`config.mk`:
```
export PLATFORM = sky130hd
export DESIGN_NAME = kpdr_display
export DESIGN_NICKNAME = d
export VERILOG_FILES = /design/src/inc/kpdr_pkg.sv /design/src/rtl/kpdr_display.sv
export SDC_FILE = /design/constraint.sdc
export NUM_CORES = 1
export LEC_CHECK = 0
export BUFFER_PORTS_ARGS = -buffer_cell sky130_fd_sc_hd__buf_2
export CORE_MARGIN = 2
export CORE_UTILIZATION = 35
export CTS_BUF_LIST = sky130_fd_sc_hd__clkbuf_8
export CTS_CLUSTER_DIAMETER = 30
export DETAILED_ROUTE_END_ITERATION = 7
export PLACE_DENSITY = 0.62
export SLEW_MARGIN = 0
export SYNTH_ARGS = -nofsm -noshare
export SYNTH_HDL_FRONTEND = slang
export SYNTH_SLANG_ARGS = --single-unit
```
`constraint.sdc`:
```
create_clock -name pclk -period 4.9 [get_ports pclk]
set_input_delay 0.735 -clock pclk [delete_from_list [all_inputs] [get_ports pclk]]
set_output_delay 0.735 -clock pclk [all_outputs]
set_load 0.1 [all_outputs]
```
`src/inc/kpdr_pkg.sv`:
```
`default_nettype none
package kpdr_pkg;
  // Register byte offsets on the APB
  localparam logic [7:0] SELECT_OFS = 8'h00;
  localparam logic [7:0] COMMAND_OFS = 8'h04;
  localparam logic [7:0] RESULT_OFS = 8'h08;
  localparam logic [7:0] STATUS_OFS = 8'h0C;
  localparam logic [7:0] SENSE_BASE_OFS = 8'h20;
  // Command opcodes
  localparam logic [7:0] MODE_SET_CMD = 8'hE4;
  localparam logic [7:0] DISPLAY_INIT_CMD = 8'hE5;
  localparam logic [7:0] CLEAR_ALL_CMD = 8'hE7;
  localparam logic [7:0] SEQUENTIAL_WRITE_CMD = 8'hE0;
  localparam logic [7:0] SEQUENTIAL_READ_CMD = 8'hE9;
  localparam logic [7:0] IN_PLACE_WRITE_CMD = 8'hE1;
  localparam logic [7:0] IN_PLACE_READ_CMD = 8'hEF;
  localparam logic [7:0] ADD_CHAR_CMD = 8'hEB;
  localparam logic [7:0] SUBTRACT_CHAR_CMD = 8'hE8;
  // Select fields
  localparam logic [1:0] CHIP_ADDR = 2'h1;
  // Display modes (accumulator bits 3..2)
  localparam logic [1:0] DISP_GAS20 = 2'h0;
  localparam logic [1:0] DISP_INDIVIDUAL = 2'h1;
  localparam logic [1:0] DISP_GAS18 = 2'h2;
  localparam logic [1:0] DISP_GAS16 = 2'h3;
  // Input modes (accumulator bits 1..0)
  localparam logic [1:0] IN_SENSOR = 2'h0;
  localparam logic [1:0] IN_SCAN_KBD = 2'h1;
  localparam logic [1:0] IN_ENCODED = 2'h2;
  // Values after reset
  localparam logic [1:0] DISP_RESET = DISP_GAS16;
  localparam logic [1:0] IN_RESET = IN_SCAN_KBD;
  // Blank codes: all ones, or hex 20 split over banks
  localparam logic [3:0] BLANK_INDIV = 4'hF;
  localparam logic [3:0] BLANK_GAS_A = 4'h2;
  localparam logic [3:0] BLANK_GAS_B = 4'h0;
  // Refresh timing
  localparam int unsigned CLK_HZ = 200000000;
  localparam int unsigned SCAN_HZ_DEEP = 180;
  localparam int unsigned CHARS_DEEP = 16;
  localparam int unsigned STEP_CYCLES = CLK_HZ / (SCAN_HZ_DEEP * CHARS_DEEP);
endpackage : kpdr_pkg
`default_nettype wire

```
`src/rtl/kpdr_display.sv`:
```
// Notes on behaviour
// Gas mode: B holds low nibble, A top two
// Select picks bank before each access
// Gas pointer alternates A0, B0, A1, B1
// Individual mode: bank A/B on own outputs
// Gas: 6-bit char, A2 clock, A3 reset
// Walking one on scans; store return row
// Eight chars per scan, row half toggles
// Clear-all resets logic, fills blanks
// Select 0100/0101 picks bank, keeps showing
// Select 0110/0111 picks bank, holds inactive
// Display-init zeroes pointer, blanks, sets depths
// Sequential write stores, shifts, increments
// Sequential read returns, increments, no shift
// In-place write stores, pointer unchanged
// In-place read returns, pointer unchanged
// Add char plus carry to accumulator
// Subtract char and borrow from accumulator
// Eight-deep bank scans twice as often
// Reset sets both banks sixteen deep
// Eight-deep shows low eight, rest storage
// Sequential ops walk all sixteen, writes rotate all
// Gas select 0110/0111 blanks with hex 20
// Mode-set takes display and input modes
// Respond only after select with address 01
// Individual pointer wraps within its bank
`timescale 1ns/1ps
`default_nettype none
module kpdr_display #(
  parameter int unsigned STEP_CYCLES = kpdr_pkg::STEP_CYCLES
) (
  input wire logic pclk, // Clock, 200 MHz
  input wire logic presetn, // Asynchronous reset, active low
  input wire logic ce, // Clock enable, freezes all state when low
  input wire logic psel, // APB select
  input wire logic penable, // APB enable
  input wire logic pwrite, // APB direction
  input wire logic [7:0] paddr, // APB byte address
  input wire logic [31:0] pwdata, // APB write data
  output logic [31:0] prdata, // APB read data
  output logic pready, // APB ready
  output logic pslverr, // APB error on unmapped address
  input wire logic [7:0] return_inputs, // Row returns from the matrix
  output logic [7:0] scan_outputs, // One-hot scan drive
  output logic row_half_toggle, // High during second eight digits
  output logic [3:0] bank_a_outputs, // Bank A digit lines
  output logic [3:0] bank_b_outputs // Bank B digit lines
);
  localparam int CW = $clog2(STEP_CYCLES + 1);
  localparam logic [CW-1:0] STEP_LAST = CW'(STEP_CYCLES - 1);

  logic [3:0] mem_a [16];
  logic [3:0] mem_b [16];
  logic [7:0] sense_q [8];
  logic [1:0] disp_mode_q;
  logic [1:0] in_mode_q;
  logic enabled_q;
  logic blank_a_q;
  logic blank_b_q;
  logic depth8_a_q;
  logic depth8_b_q;
  logic [3:0] ptr_pos_q;
  logic ptr_bank_q;
  logic [3:0] off_a_q;
  logic [3:0] off_b_q;
  logic [7:0] sel_q;
  logic [12:0] cmd_q;
  logic [3:0] res_acc_q;
  logic res_carry_q;
  logic [CW-1:0] step_cnt_q;
  logic [2:0] scan_pos_q;
  logic row_half_q;
  logic gas_phase_q;
  logic [3:0] gas_char_q;
  logic pready_q;
  logic pslverr_q;
  logic [31:0] prdata_q;
  logic [7:0] scan_q;
  logic [2:0] scan_row_q;
  logic row_half_out_q;
  logic [3:0] out_a_q;
  logic [3:0] out_b_q;

  // Bus phase and decoded command
  logic access;
  logic wr_sel;
  logic wr_cmd;
  logic gas;
  logic [7:0] opcode;
  logic [3:0] acc_in;
  logic carry_in;
  logic [3:0] cur_char;
  logic step_tick;
  logic rd_hit;

  assign access = psel && penable && pready_q;
  assign wr_sel = access && pwrite && (paddr == kpdr_pkg::SELECT_OFS);
  assign wr_cmd = access && pwrite && (paddr == kpdr_pkg::COMMAND_OFS) && enabled_q;
  assign gas = (disp_mode_q != kpdr_pkg::DISP_INDIVIDUAL);
  assign opcode = pwdata[7:0];
  assign acc_in = pwdata[11:8];
  assign carry_in = pwdata[12];
  assign cur_char = ptr_bank_q ? mem_b[ptr_pos_q] : mem_a[ptr_pos_q];
  assign step_tick = (step_cnt_q == STEP_LAST);

  // Blank nibble for a bank in the current display mode
  function automatic logic [3:0] blank_nib(input logic is_gas, input logic bank_b);
    if (!is_gas)
      blank_nib = kpdr_pkg::BLANK_INDIV;
    else if (bank_b)
      blank_nib = kpdr_pkg::BLANK_GAS_B;
    else
      blank_nib = kpdr_pkg::BLANK_GAS_A;
  endfunction : blank_nib

  // Address decode shared by the read mux and the error flag
  function automatic logic addr_mapped(input logic [7:0] a);
    addr_mapped = (a == kpdr_pkg::SELECT_OFS) || (a == kpdr_pkg::COMMAND_OFS) ||
                  (a == kpdr_pkg::RESULT_OFS) || (a == kpdr_pkg::STATUS_OFS) ||
                  ((a[7:5] == kpdr_pkg::SENSE_BASE_OFS[7:5]) && (a[1:0] == 2'h0));
  endfunction : addr_mapped

  assign rd_hit = addr_mapped(paddr);

  // One wait state so read data can come from a flop
  always_ff @(posedge pclk or negedge presetn)
  begin
    if (!presetn)
    begin
      pready_q <= 1'b0;
      pslverr_q <= 1'b0;
      prdata_q <= 32'h00000000;
    end
    else if (ce)
    begin
      pready_q <= psel && penable && !pready_q;
      pslverr_q <= psel && penable && !pready_q && !rd_hit;
      prdata_q <= 32'h00000000;
      if (psel && penable && !pready_q && !pwrite)
      begin
        case (paddr)
          kpdr_pkg::SELECT_OFS: prdata_q <= {24'h000000, sel_q};
          kpdr_pkg::COMMAND_OFS: prdata_q <= {19'h00000, cmd_q};
          kpdr_pkg::RESULT_OFS: prdata_q <= {27'h0000000, res_carry_q, res_acc_q};
          kpdr_pkg::STATUS_OFS: prdata_q <= {14'h0000, row_half_q, scan_pos_q, ptr_bank_q,
                                             ptr_pos_q, blank_b_q, blank_a_q, enabled_q,
                                             depth8_b_q, depth8_a_q, disp_mode_q, in_mode_q};
          default:
          begin
            if (rd_hit)
              prdata_q <= {24'h000000, sense_q[paddr[4:2]]};
          end
        endcase
      end
    end
  end

  // Selection, modes, depths and blanking flags
  always_ff @(posedge pclk or negedge presetn)
  begin
    if (!presetn)
    begin
      enabled_q <= 1'b0;
      sel_q <= 8'h00;
      cmd_q <= 13'h0000;
      disp_mode_q <= kpdr_pkg::DISP_RESET;
      in_mode_q <= kpdr_pkg::IN_RESET;
      depth8_a_q <= 1'b0;
      depth8_b_q <= 1'b0;
      blank_a_q <= 1'b0;
      blank_b_q <= 1'b0;
    end
    else if (ce)
    begin
      if (wr_sel)
      begin
        sel_q <= pwdata[7:0];
        enabled_q <= (pwdata[7:6] == kpdr_pkg::CHIP_ADDR);
        if (pwdata[7:6] == kpdr_pkg::CHIP_ADDR)
        begin
          if (gas)
          begin
            blank_a_q <= pwdata[5];
            blank_b_q <= pwdata[5];
          end
          else if (pwdata[4])
            blank_b_q <= pwdata[5];
          else
            blank_a_q <= pwdata[5];
        end
      end
      if (wr_cmd)
      begin
        cmd_q <= pwdata[12:0];
        case (opcode)
          kpdr_pkg::MODE_SET_CMD:
          begin
            disp_mode_q <= acc_in[3:2];
            in_mode_q <= acc_in[1:0];
          end
          kpdr_pkg::DISPLAY_INIT_CMD:
          begin
            depth8_b_q <= acc_in[3];
            depth8_a_q <= acc_in[2];
          end
          kpdr_pkg::CLEAR_ALL_CMD:
          begin
            blank_a_q <= 1'b0;
            blank_b_q <= 1'b0;
          end
          default:
          begin
          end
        endcase
      end
    end
  end

  // Pointer and display rotation
  always_ff @(posedge pclk or negedge presetn)
  begin
    if (!presetn)
    begin
      ptr_pos_q <= 4'h0;
      ptr_bank_q <= 1'b0;
      off_a_q <= 4'h0;
      off_b_q <= 4'h0;
    end
    else if (ce)
    begin
      if (wr_sel && (pwdata[7:6] == kpdr_pkg::CHIP_ADDR))
      begin
        ptr_bank_q <= pwdata[4];
        ptr_pos_q <= pwdata[3:0];
      end
      else if (wr_cmd)
      begin
        case (opcode)
          kpdr_pkg::DISPLAY_INIT_CMD, kpdr_pkg::CLEAR_ALL_CMD:
          begin
            ptr_pos_q <= 4'h0;
            ptr_bank_q <= 1'b0;
            off_a_q <= 4'h0;
            off_b_q <= 4'h0;
          end
          kpdr_pkg::SEQUENTIAL_WRITE_CMD, kpdr_pkg::SEQUENTIAL_READ_CMD:
          begin
            if (gas)
            begin
              ptr_bank_q <= !ptr_bank_q;
              if (ptr_bank_q)
                ptr_pos_q <= 4'(ptr_pos_q + 4'h1);
            end
            else
              ptr_pos_q <= 4'(ptr_pos_q + 4'h1);
            if (opcode == kpdr_pkg::SEQUENTIAL_WRITE_CMD)
            begin
              // Shift by offset so the whole bank rotates, used or not
              if (gas || !ptr_bank_q)
                off_a_q <= 4'(off_a_q + 4'h1);
              if (gas || ptr_bank_q)
                off_b_q <= 4'(off_b_q + 4'h1);
            end
          end
          default:
          begin
          end
        endcase
      end
    end
  end

  // Display memory; reset fills the gas blank since reset mode is gas
  always_ff @(posedge pclk or negedge presetn)
  begin
    if (!presetn)
    begin
      for (int i = 0; i < 16; i++)
      begin
        mem_a[i] <= kpdr_pkg::BLANK_GAS_A;
        mem_b[i] <= kpdr_pkg::BLANK_GAS_B;
      end
    end
    else if (ce && wr_cmd)
    begin
      case (opcode)
        kpdr_pkg::DISPLAY_INIT_CMD, kpdr_pkg::CLEAR_ALL_CMD:
        begin
          for (int i = 0; i < 16; i++)
          begin
            mem_a[i] <= blank_nib(gas, 1'b0);
            mem_b[i] <= blank_nib(gas, 1'b1);
          end
        end
        kpdr_pkg::SEQUENTIAL_WRITE_CMD, kpdr_pkg::IN_PLACE_WRITE_CMD:
        begin
          if (ptr_bank_q)
            mem_b[ptr_pos_q] <= acc_in;
          else
            mem_a[ptr_pos_q] <= acc_in;
        end
        default:
        begin
        end
      endcase
    end
  end

  // Accumulator results for read, add and subtract
  always_ff @(posedge pclk or negedge presetn)
  begin
    if (!presetn)
    begin
      res_acc_q <= 4'h0;
      res_carry_q <= 1'b0;
    end
    else if (ce && wr_cmd)
    begin
      case (opcode)
        kpdr_pkg::SEQUENTIAL_READ_CMD, kpdr_pkg::IN_PLACE_READ_CMD:
        begin
          res_acc_q <= cur_char;
          res_carry_q <= carry_in;
        end
        kpdr_pkg::ADD_CHAR_CMD:
          {res_carry_q, res_acc_q} <= 5'({1'b0, acc_in} + {1'b0, cur_char} + {4'h0, carry_in});
        kpdr_pkg::SUBTRACT_CHAR_CMD:
          {res_carry_q, res_acc_q} <= 5'({1'b0, acc_in} - {1'b0, cur_char} - {4'h0, carry_in});
        default:
        begin
        end
      endcase
    end
  end

  // Refresh step timer; one step per displayed digit
  always_ff @(posedge pclk or negedge presetn)
  begin
    if (!presetn)
      step_cnt_q <= '0;
    else if (ce)
      step_cnt_q <= step_tick ? '0 : CW'(step_cnt_q + 1'b1);
  end

  // Scan walk and row half; eight-deep banks repeat each half for double rate
  always_ff @(posedge pclk or negedge presetn)
  begin
    if (!presetn)
    begin
      scan_pos_q <= 3'h0;
      row_half_q <= 1'b0;
      gas_phase_q <= 1'b0;
      gas_char_q <= 4'h0;
    end
    else if (ce)
    begin
      if (wr_cmd && (opcode == kpdr_pkg::CLEAR_ALL_CMD))
      begin
        scan_pos_q <= 3'h0;
        row_half_q <= 1'b0;
        gas_phase_q <= 1'b0;
        gas_char_q <= 4'h0;
      end
      else if (step_tick)
      begin
        scan_pos_q <= 3'(scan_pos_q + 3'h1);
        if (scan_pos_q == 3'h7)
          row_half_q <= !row_half_q;
        gas_phase_q <= !gas_phase_q;
        if (gas_phase_q)
          gas_char_q <= 4'(gas_char_q + 4'h1);
      end
    end
  end

  // Return rows land in the buffer slot of the active scan line
  always_ff @(posedge pclk or negedge presetn)
  begin
    if (!presetn)
    begin
      for (int r = 0; r < 8; r++)
        sense_q[r] <= 8'h00;
    end
    else if (ce)
    begin
      if (wr_cmd && (opcode == kpdr_pkg::CLEAR_ALL_CMD))
      begin
        for (int r = 0; r < 8; r++)
          sense_q[r] <= 8'h00;
      end
      else if ((in_mode_q == kpdr_pkg::IN_SENSOR) || (in_mode_q == kpdr_pkg::IN_SCAN_KBD))
        sense_q[scan_row_q] <= return_inputs;
    end
  end

  // Output stage; every pin comes from a flop
  logic [3:0] idx_a;
  logic [3:0] idx_b;
  logic [3:0] gas_idx_a;
  logic [3:0] gas_idx_b;
  assign idx_a = 4'((depth8_a_q ? {1'b0, scan_pos_q} : {row_half_q, scan_pos_q}) + off_a_q);
  assign idx_b = 4'((depth8_b_q ? {1'b0, scan_pos_q} : {row_half_q, scan_pos_q}) + off_b_q);
  assign gas_idx_a = 4'(gas_char_q + off_a_q);
  assign gas_idx_b = 4'(gas_char_q + off_b_q);

  always_ff @(posedge pclk or negedge presetn)
  begin
    if (!presetn)
    begin
      scan_q <= 8'h00;
      scan_row_q <= 3'h0;
      row_half_out_q <= 1'b0;
      out_a_q <= 4'h0;
      out_b_q <= 4'h0;
    end
    else if (ce)
    begin
      // Row index and half go out with the scan pins, else returns land one slot late
      scan_q <= 8'h01 << scan_pos_q;
      scan_row_q <= scan_pos_q;
      row_half_out_q <= row_half_q;
      if (gas)
      begin
        // Reset marks character zero; clock high in second half of each character
        out_a_q[3] <= (gas_char_q == 4'h0);
        out_a_q[2] <= gas_phase_q;
        out_a_q[1:0] <= blank_a_q ? kpdr_pkg::BLANK_GAS_A[1:0] : mem_a[gas_idx_a][1:0];
        out_b_q <= blank_b_q ? kpdr_pkg::BLANK_GAS_B : mem_b[gas_idx_b];
      end
      else
      begin
        out_a_q <= blank_a_q ? kpdr_pkg::BLANK_INDIV : mem_a[idx_a];
        out_b_q <= blank_b_q ? kpdr_pkg::BLANK_INDIV : mem_b[idx_b];
      end
    end
  end

  assign prdata = prdata_q;
  assign pready = pready_q;
  assign pslverr = pslverr_q;
  assign scan_outputs = scan_q;
  assign row_half_toggle = row_half_out_q;
  assign bank_a_outputs = out_a_q;
  assign bank_b_outputs = out_b_q;
endmodule : kpdr_display
`default_nettype wire

```
==> flow_summary.ini, run 1 <==
[detailed_routing]
drtPass1Iterations = 5
drc = 0
drt.antenna.violating_nets = 0
post_drt_wl_per_cell_microns = 22.75
vias = 13620
via_per_inst = 5.928
first_iter_violations = 1399
drt_wl_total_microns = 52290

[logic_synthesis]
ys_top_cells_by_count = dfrtp_1, o21ai_0, nand2_1
avgSynthCellArea_sq_um = 11.27
ys_warn_count = 0
synth_most_common_cell = dfrtp_1
synthesis.area_sq_mm = 0.01712
synth_top_area_frac = 0.4196
synth_area_leaders = dfrtp_1, mux4_2, o21ai_0
ys.flop_type = dfrtp_1
seq_area_frac_synth = 0.4488
synth_edf_count = 0
synth_top_area_cell = dfrtp_1
synthArstFlopShare = 1.000
synth_cell_types = 64
synth_seq_cells = 306
syn_inst = 1519

[finish]
final_area_sq_mm = 0.02004
nets = 1709
n_antenna_cell = 0
fillCellCount = 4600
drive_gt1_frac = 0.2566
area_growth_pct = 17.08
multi_input_area_sq_mm = 0.008889
regArea_sq_mm = 0.007684
fin_util = 0.4119

[clock_tree]
clkLatencyLatePin_ns = 0.64
cts.repair.resized = 0
post_cts_buffers = 0
clk_path_buf_depth = 3
cts_buffers = 78
hold_buffers = 0
clkSlewWorstSetupHoldPaths_ns = 0.06
clock-sinks = 306
cts_max_level = 3
root_buffer = clkbuf_8
cts_tree = done

[timing]
rsz0062_at_grt = false
timing.final.max_slew_violations = 0
final_hold_viol_count = 0
timing.final.crit_period_ns = 3.919
fin_hold_ws_ns = 0.1779
skew_ns = 0.05166
slew_headroom = 0.1717
timing.final.crit_share = 0.7998
fmax_ghz = 0.2552
setup_viol = 0
finalSetupTns_ns = 0
tightestPinTransition_ns = 1.242

[setup_path]
cp.arrival_ns = 4.39
end_kind = flop
crit_chain = buf_4 -> mux4_2 -> mux4_2 -> mux2_2 -> ha_1 -> nand2b_1 -> a21oi_1 -> xnor2_1 -> nand3_1 -> a21oi_1 -> o41ai_2
path_class = flop to flop
cp_slowest_cell = dfrtp_2
worstPathRequired_ns = 5.37
crit_path_start_kind = flop
cpPeakStageDelay_ns = 0.77
crit_fanout = 22

[power]
p_comb_frac = 0.059
power_density_mw_per_mm2 = 338.9
power_mw = 6.791
p_int_mw = 5.071
clockPowerShare = 0.553
sw_frac_of_total = 0.2533
power_leakage_nw = 8.841
p_switching_mw = 1.720
pwr-share-seq = 0.388
ir_worst_vdd_mv = 0.1573

[place]
hpwl_microns = 35950
postPlaceCellArea_sq_mm = 0.01817
routabilityCongestion = 0.9468
io_buffers = 71

[floorplan]
die_area_sq_mm = 0.05069
die_h_microns = 225.1
core_sq_mm = 0.04865
pin_count = 105
die_width_microns = 225.1
initial_core_util = 0.3519
fp-row-count = 81

[run]
cap_violations = 0

[global_route]
grt_pass1_vias = 13790
grtUsageTotal = 0.2112
grt_pass1_wl_microns = 81980
grt-ovfl-total = 0
top_usage_layer = met2
grt_max_degree = 119
grt.met1_usage = 0.2805
antenna_found_initial = 1
use_met2 = 0.3266
gr-usage-met3 = 0.05137

[hold_path]
hold_class = input pin to asynchronous set/reset pin

[run_status]
outcome = finished, final reports clean
## sequential cells by signal, indices dropped and copies added, names as in the netlist, 3 cells and up
signal	count
off_a_q	4
bank_a_outputs	4
scan_row_q	3
mem_b	64
sel_q	8
mem_a	64
step_cnt_q	17
scan_pos_q	3
cmd_q	13
prdata	18
scan_outputs	8
sense_q	64
gas_char_q	4
res_acc_q	4
bank_b_outputs	4
off_b_q	4
ptr_pos_q	4
## final cells by class
type / instances / share of cell area
repair buffers: 112 / 0.03422
clock buffers: 89 / 0.06113
clock inverters: 54 / 0.03228
inverters: 35 / 0.006556
multi-input cells: 1080 / 0.4436
flip-flops and latches: 306 / 0.3834
well taps: 622 / 0.03884
## critical path: cells and delay by family (launching register included)
kind / cells / cell delay [ns]
mux: 3 / 1.44
flops: 1 / 0.77
compound gates: 3 / 0.49
fa+ha+maj: 1 / 0.42
buf+inv: 1 / 0.32
simple gates: 2 / 0.18
xor+xnor: 1 / 0.14
## routing by layer
| metal | up-vias | part of all wire |
|---|---|---|
| met2 | 638 | 0.46 |
| li1 | 5905 | - |
| met1 | 6911 | 0.42 |
| met3 | 167 | 0.079 |
| met4 | 2 | 0.044 |
| met5 | - | 0.00025 |
## power groups by stage
stage | Combinational, mW | Sequential, mW | Clock, mW
after floorplan | 0.221 | 2.71 | 0
after global placement | 0.398 | 2.67 | 0
after detailed placement | 0.407 | 2.67 | 0
after CTS | 0.407 | 2.63 | 3.81
after global routing | 0.438 | 2.64 | 3.94
final | 0.402 | 2.63 | 3.76
## cells in the final DEF, fill, tap and decap left out, drive strengths merged, types with 9 or more instances in the layout
cell type  netlist  routed
xnor2           22      22
xor2            16      16
mux2i           45      45
o2bb2ai         20      20
nor2            76      76
clkinvlp         0      13
bufinv           0      13
nor3            17      17
a22o            18      18
nand4            9       9
buf             36     112
nand3           38      38
mux4           114     114
a21oi           58      58
ha              34      34
nand2b          10      10
nand2          163     163
a2bb2oi         85      85
inv             34      40
conb             1      14
clkinv           1      23
dfstp           19      19
dfrtp          287     287
o21ai          182     182
mux2            32      32
clkbuf          75      89
o22a            16      16
## per-stage QoR
step,instances,setup slack [ns]
2_1_floorplan,1532,1.418
3_3_place_gp,2155,1.027
3_5_place_dp,2155,0.9906
4_1_cts,2298,0.9907
5_1_grt,2298,0.7543
6_report,2298,0.9810
## final timing paths
| check | start | end | slack (ns) | cells past startpoint |
|---|---|---|---|---|
| max reg2reg | ptr_pos_q[0] | res_carry_q | 0.98 | 11 |
| min in group pclk | pwdata[6] | sel_q[6] | 0.44 | 2 |
| min | presetn | sense_q[31] | 0.18 | 1 |
| max in group asynchronous | presetn | mem_a[61] | 3.51 | 2 |
| max | ptr_pos_q[0] | res_carry_q | 0.98 | 11 |
| min reg2reg | sense_q[28] | sense_q[28] | 0.47 | 2 |
## cell families (layout without fill, tap and decap cells)
| family | after synthesis | after routing | synth area share |
|---|---|---|---|
| adder cells (fa/ha/maj) | 42 | 42 | 0.03421 |
| AO/OA/AOI/OAI | 427 | 427 | 0.1637 |
| multiplexers | 191 | 191 | 0.1974 |
| buffers and inverters | 146 | 290 | 0.03611 |
| XOR/XNOR | 38 | 38 | 0.01944 |
| other | 1 | 14 | 0.0002191 |
| AND/OR/NAND/NOR | 368 | 368 | 0.1001 |
| flip-flops | 306 | 306 | 0.4488 |
No activity file was read; power rests on OpenSTA's default activity.
==> run 2: changes to the inputs <==
==> constraint.sdc (replaced) <==
create_clock -name pclk -period 4.1 [get_ports pclk]
set_input_delay 0.615 -clock pclk [delete_from_list [all_inputs] [get_ports pclk]]
set_output_delay 0.615 -clock pclk [all_outputs]
set_load 0.1 [all_outputs]
==> run 2 against run 1 <==
  * Setup slack got worse by 0.60 ns
  * Critical path type unchanged
  * Worst hold slack got worse by 0.14 ns
  * Combinational power increased by 22%
  * Largest power group unchanged
==> flow_summary.ini, run 2 (synthesis gave the netlist of run 1 again) <==
[clock_tree]
cts_tree = done
post_cts_buffers = 0
hold_buffers = 0
clkLatencyLatePin_ns = 0.65
clkSlewWorstSetupHoldPaths_ns = 0.06
cts_buffers = 78
cts.repair.resized = 0
cts_max_level = 3
clock-sinks = 306
root_buffer = clkbuf_8
clk_path_buf_depth = 3

[timing]
fmax_ghz = 0.2687
fin_hold_ws_ns = 0.03831
tightestPinTransition_ns = 1.068
skew_ns = 0.04714
rsz0062_at_grt = false
timing.final.max_slew_violations = 0
setup_viol = 0
slew_headroom = 0.2827
timing.final.crit_period_ns = 3.722
timing.final.crit_share = 0.9079
final_hold_viol_count = 0
finalSetupTns_ns = 0

[hold_path]
hold_class = input pin to asynchronous set/reset pin

[floorplan]
die_h_microns = 225.1
core_sq_mm = 0.04865
fp-row-count = 81
initial_core_util = 0.3519
die_area_sq_mm = 0.05069
pin_count = 105
die_width_microns = 225.1

[finish]
biggestRegsByFlops = mem_a (64), mem_b (64), sense_q (64)
layout_common_cells = dfrtp_1, o21ai_0, nand2_1
final_cells = 2309
area_growth_pct = 18.25
drive_gt1_frac = 0.2586
nets = 1722
layout_commonest_cell = dfrtp_1

[global_route]
grt_max_degree = 106
grt-ovfl-total = 0
grt_pass1_vias = 13650
grt_pass1_wl_microns = 80280
grtUsageTotal = 0.2066
antenna_found_initial = 1

[place]
routabilityCongestion = 0.9208
io_buffers = 71
hpwl_microns = 36730
placedCellCount = 2168

[setup_path]
crit_fanout = 21
crit_buf_inv = 0
crit_chain = mux4_2 -> nor2_1 -> a21oi_1 -> a22oi_1 -> a21o_1 -> fa_1 -> fa_1 -> nand2b_1 -> a21oi_1 -> xnor2_1 -> nand3_1 -> a21oi_1 -> o41ai_2
cp.arrival_ns = 4.20
cpLargestDelayFamily = compound AO/OA/AOI/OAI gates
rr_startpoint = ptr_pos_q[1]
crit_path_start_kind = flop
r2r-end = res_carry_q
r2r_setup_slack_ns = 0.38
end_kind = flop
r2r_cells = 13
cpPeakStageDelay_ns = 0.80
cp_slowest_cell = dfrtp_2
crit_top_cell = a21oi_1
path_class = flop to flop
worstPathRequired_ns = 4.58

[detailed_routing]
vias = 13540
post_drt_wl_per_cell_microns = 22.51
via_per_inst = 5.862
drc = 0
first_iter_violations = 1456
drt.antenna.violating_nets = 0
drtPass1Iterations = 8
drt_wl_total_microns = 51980

[run_status]
outcome = finished, final reports clean

[power]
ir_worst_vdd_mv = 0.2232
power_density_mw_per_mm2 = 406.9
power_leakage_nw = 8.984

[run]
cap_violations = 0
==> run 2: changes by cell type in the layout (fill, tap and decap cells not counted), sizes merged <==
cell and change:
clkinv -7, diode +1, buf +13, clkinvlp -7, inv +9, bufinv +2
==> run 2: where the power goes <==
part	internal, mW	leakage (nW)	switching, mW
clock network	2.97	0.996	1.63
registers	3.09	4.13	0.0577
logic	0.128	3.86	0.362
==> run 2: final cells by class <==
| cell class | count | area (sq um) |
|---|---|---|
| fill | 4624 | 28410 |
| multi-input combinational | 1080 | 8889 |
| sequential | 306 | 7684 |
| clock buffer | 89 | 1225 |
| timing repair buffer | 125 | 845.8 |
| tap | 622 | 778.2 |
| clock inverter | 51 | 684.4 |
| inverter | 35 | 131.4 |
| antenna | 1 | 2.502 |
==> run 2: through the flow <==
stage / setup WS [ns] / utilization / power, mW / cell area (sq um)
floorplan: 0.6182 / - / 3.503 / 17170
global placement: 0.5088 / 0.3767 / 3.678 / 18330
detailed placement: 0.4102 / 0.3767 / 3.688 / 18330
CTS: 0.3789 / 0.4160 / 8.307 / 20240
global route: 0.1662 / 0.4160 / 8.531 / 20240
finish: 0.3778 / 0.4160 / 8.235 / 20240
==> run 2: worst max-delay path by stage <==
stage | endpoint | slack, ns | startpoint | depth (start not counted)
after global placement | res_carry_q | 0.51 | ptr_pos_q[0] | 11
after global routing | res_carry_q | 0.17 | ptr_pos_q[1] | 13
final | res_carry_q | 0.38 | ptr_pos_q[1] | 13
after floorplan | res_carry_q | 0.62 | ptr_pos_q[1] | 15
after CTS | res_carry_q | 0.38 | ptr_pos_q[1] | 13
after detailed placement | res_carry_q | 0.41 | ptr_pos_q[0] | 11
==> run 2: metal layers <==
layer	track usage	up-vias	part of all wire
met5	0	-	0
met4	0.07862	0	0.036
met3	0.05359	139	0.087
met2	0.3303	634	0.47
met1	0.2697	6822	0.41
li1	-	5941	-
==> run 3: changes to the inputs <==
--- a/config.mk
+++ b/config.mk
@@ -11,7 +11,6 @@
 export CTS_BUF_LIST = sky130_fd_sc_hd__clkbuf_8
 export CTS_CLUSTER_DIAMETER = 30
 export DETAILED_ROUTE_END_ITERATION = 7
-export PLACE_DENSITY = 0.62
 export SLEW_MARGIN = 0
 export SYNTH_ARGS = -nofsm -noshare
 export SYNTH_HDL_FRONTEND = slang
==> run 3 against run 2 <==
  * Die area unchanged
  * Final area down 1.2%
  * Flip-flop and latch count is the same
  * Clock skew fell by 0.013 ns
  * Largest cell class unchanged
==> flow_summary.ini, run 3 (synthesis gave the netlist of run 1 again) <==
[timing]
slew_headroom = 0.2620
final_hold_viol_count = 0
timing.final.crit_share = 0.8801
fmax_ghz = 0.2771
timing.final.crit_period_ns = 3.608
finalSetupTns_ns = 0
skew_ns = 0.03424
setup_ws_ns = 0.4917
rsz0062_at_grt = false
tightestPinTransition_ns = 1.107
timing.final.max_slew_violations = 0
setup_viol = 0

[place]
routabilityCongestion = 0.9464
hpwl_microns = 37180
io_buffers = 71
preCtsSetupSlack_ns = 0.4962

[clock_tree]
clkLatencyLatePin_ns = 0.66
clock-sinks = 306
post_cts_buffers = 0
cts_buffers = 77
cts_tree = done
cts_max_level = 3
clk_path_buf_depth = 3
clkSlewWorstSetupHoldPaths_ns = 0.05
root_buffer = clkbuf_8

[finish]
layout_common_cells = dfrtp_1, o21ai_0, nand2_1
fillCellCount = 4591
area_growth_pct = 16.79
regArea_sq_mm = 0.007684
nets = 1711
drive_gt1_frac = 0.2525
layout_commonest_cell = dfrtp_1
biggestRegsByFlops = mem_a (64), mem_b (64), sense_q (64)
multi_input_area_sq_mm = 0.008889

[global_route]
grt-ovfl-total = 0
grt_max_degree = 129
grt_pass1_vias = 13830
antenna_found_initial = 0
grt_pass1_wl_microns = 83420
grtUsageTotal = 0.2159

[power]
p_int_mw = 5.806
p_comb_frac = 0.061
power_density_mw_per_mm2 = 391.5
power_mw = 7.826
ir_worst_vdd_mv = 0.2185
p_switching_mw = 2.020
clockPowerShare = 0.537
pwr-share-seq = 0.402
sw_frac_of_total = 0.2581
power_leakage_nw = 8.851

[detailed_routing]
drt_wl_total_microns = 52870
vias = 13660
first_iter_violations = 1260
via_per_inst = 5.932
drt.antenna.violating_nets = 0
drc = 0
post_drt_wl_per_cell_microns = 22.97
drtPass1Iterations = 7

[floorplan]
fp-row-count = 81
die_area_sq_mm = 0.05069
initial_core_util = 0.3519
pin_count = 105
die_width_microns = 225.1
core_sq_mm = 0.04865
die_h_microns = 225.1

[setup_path]
worstPathRequired_ns = 4.62
path_class = flop to flop
end_kind = flop
crit_fanout = 13
crit_path_start_kind = flop
r2r_setup_slack_ns = 0.49
cp.arrival_ns = 4.12

[run_status]
outcome = finished, final reports clean

[run]
cap_violations = 0

[hold_path]
hold_class = input pin to flop
[run 3: path summary, 6_finish.rpt]
kind / startpoint / end / depth (start not counted)
worst max-delay path: ptr_pos_q[0] / res_carry_q / 13
worst min-delay path: pwdata[6] / sel_q[6] / 2
worst max register to register: ptr_pos_q[0] / res_carry_q / 13
worst min register to register: sense_q[30] / sense_q[30] / 2
max in group asynchronous: presetn / cmd_q[2] / 3
min in group asynchronous: presetn / sense_q[31] / 2
[run 3: power groups by stage]
stage | clock [mW] | sequential (mW) | combinational [mW]
global placement | 0 | 3.19 | 0.475
global route | 4.45 | 3.15 | 0.520
detailed placement | 0 | 3.19 | 0.483
CTS | 4.28 | 3.15 | 0.484
floorplan | 0 | 3.24 | 0.264
finish | 4.20 | 3.15 | 0.479
[run 3: final cells by class]
class,count,share of cell area
Antenna cell,1,0.0001252
Clock buffer,89,0.06128
Clock inverter,54,0.02729
Inverter,35,0.006572
Multi-Input combinational cell,1080,0.4446
Sequential cell,306,0.3844
Tap cell,622,0.03893
Timing Repair Buffer,115,0.03680
[run 3: stage by stage]
stage	utilization	instances	instance area (sq um)	hold WS, ns
2_1_floorplan	-	1532	17170	0.3194
3_3_place_gp	0.3743	2157	18210	0.4385
3_5_place_dp	0.3743	2157	18210	0.4391
4_1_cts	0.4109	2301	19990	0.2444
5_1_grt	0.4109	2301	19990	0.2713
6_report	0.4109	2302	19990	0.2785
[run 3: critical path: stages (launching register included)]
cell and delay, ns:
dfrtp_2 0.58, buf_4 0.26, mux4_2 0.51, mux2i_1 0.43, a221oi_1 0.17, buf_4 0.19
ha_1 0.28, inv_1 0.06, ha_1 0.30, a21oi_1 0.16, xnor2_1 0.15, nand3_1 0.10
a21oi_1 0.19, o41ai_2 0.09
[run 3: repair_timing]
item | in CTS | in global routing
hold buffers | 1 | 0
endpoints found under the hold margin | 13 | 0
gates resized for setup | 0 | 0
[run 3: per-layer routing]
| metal | global-route usage | wire, microns |
|---|---|---|
| met1 | 0.2949 | 22450 |
| met2 | 0.3289 | 23820 |
| met3 | 0.05189 | 4490 |
| met4 | 0.09122 | 2116 |
| met5 | 0 | 0 |
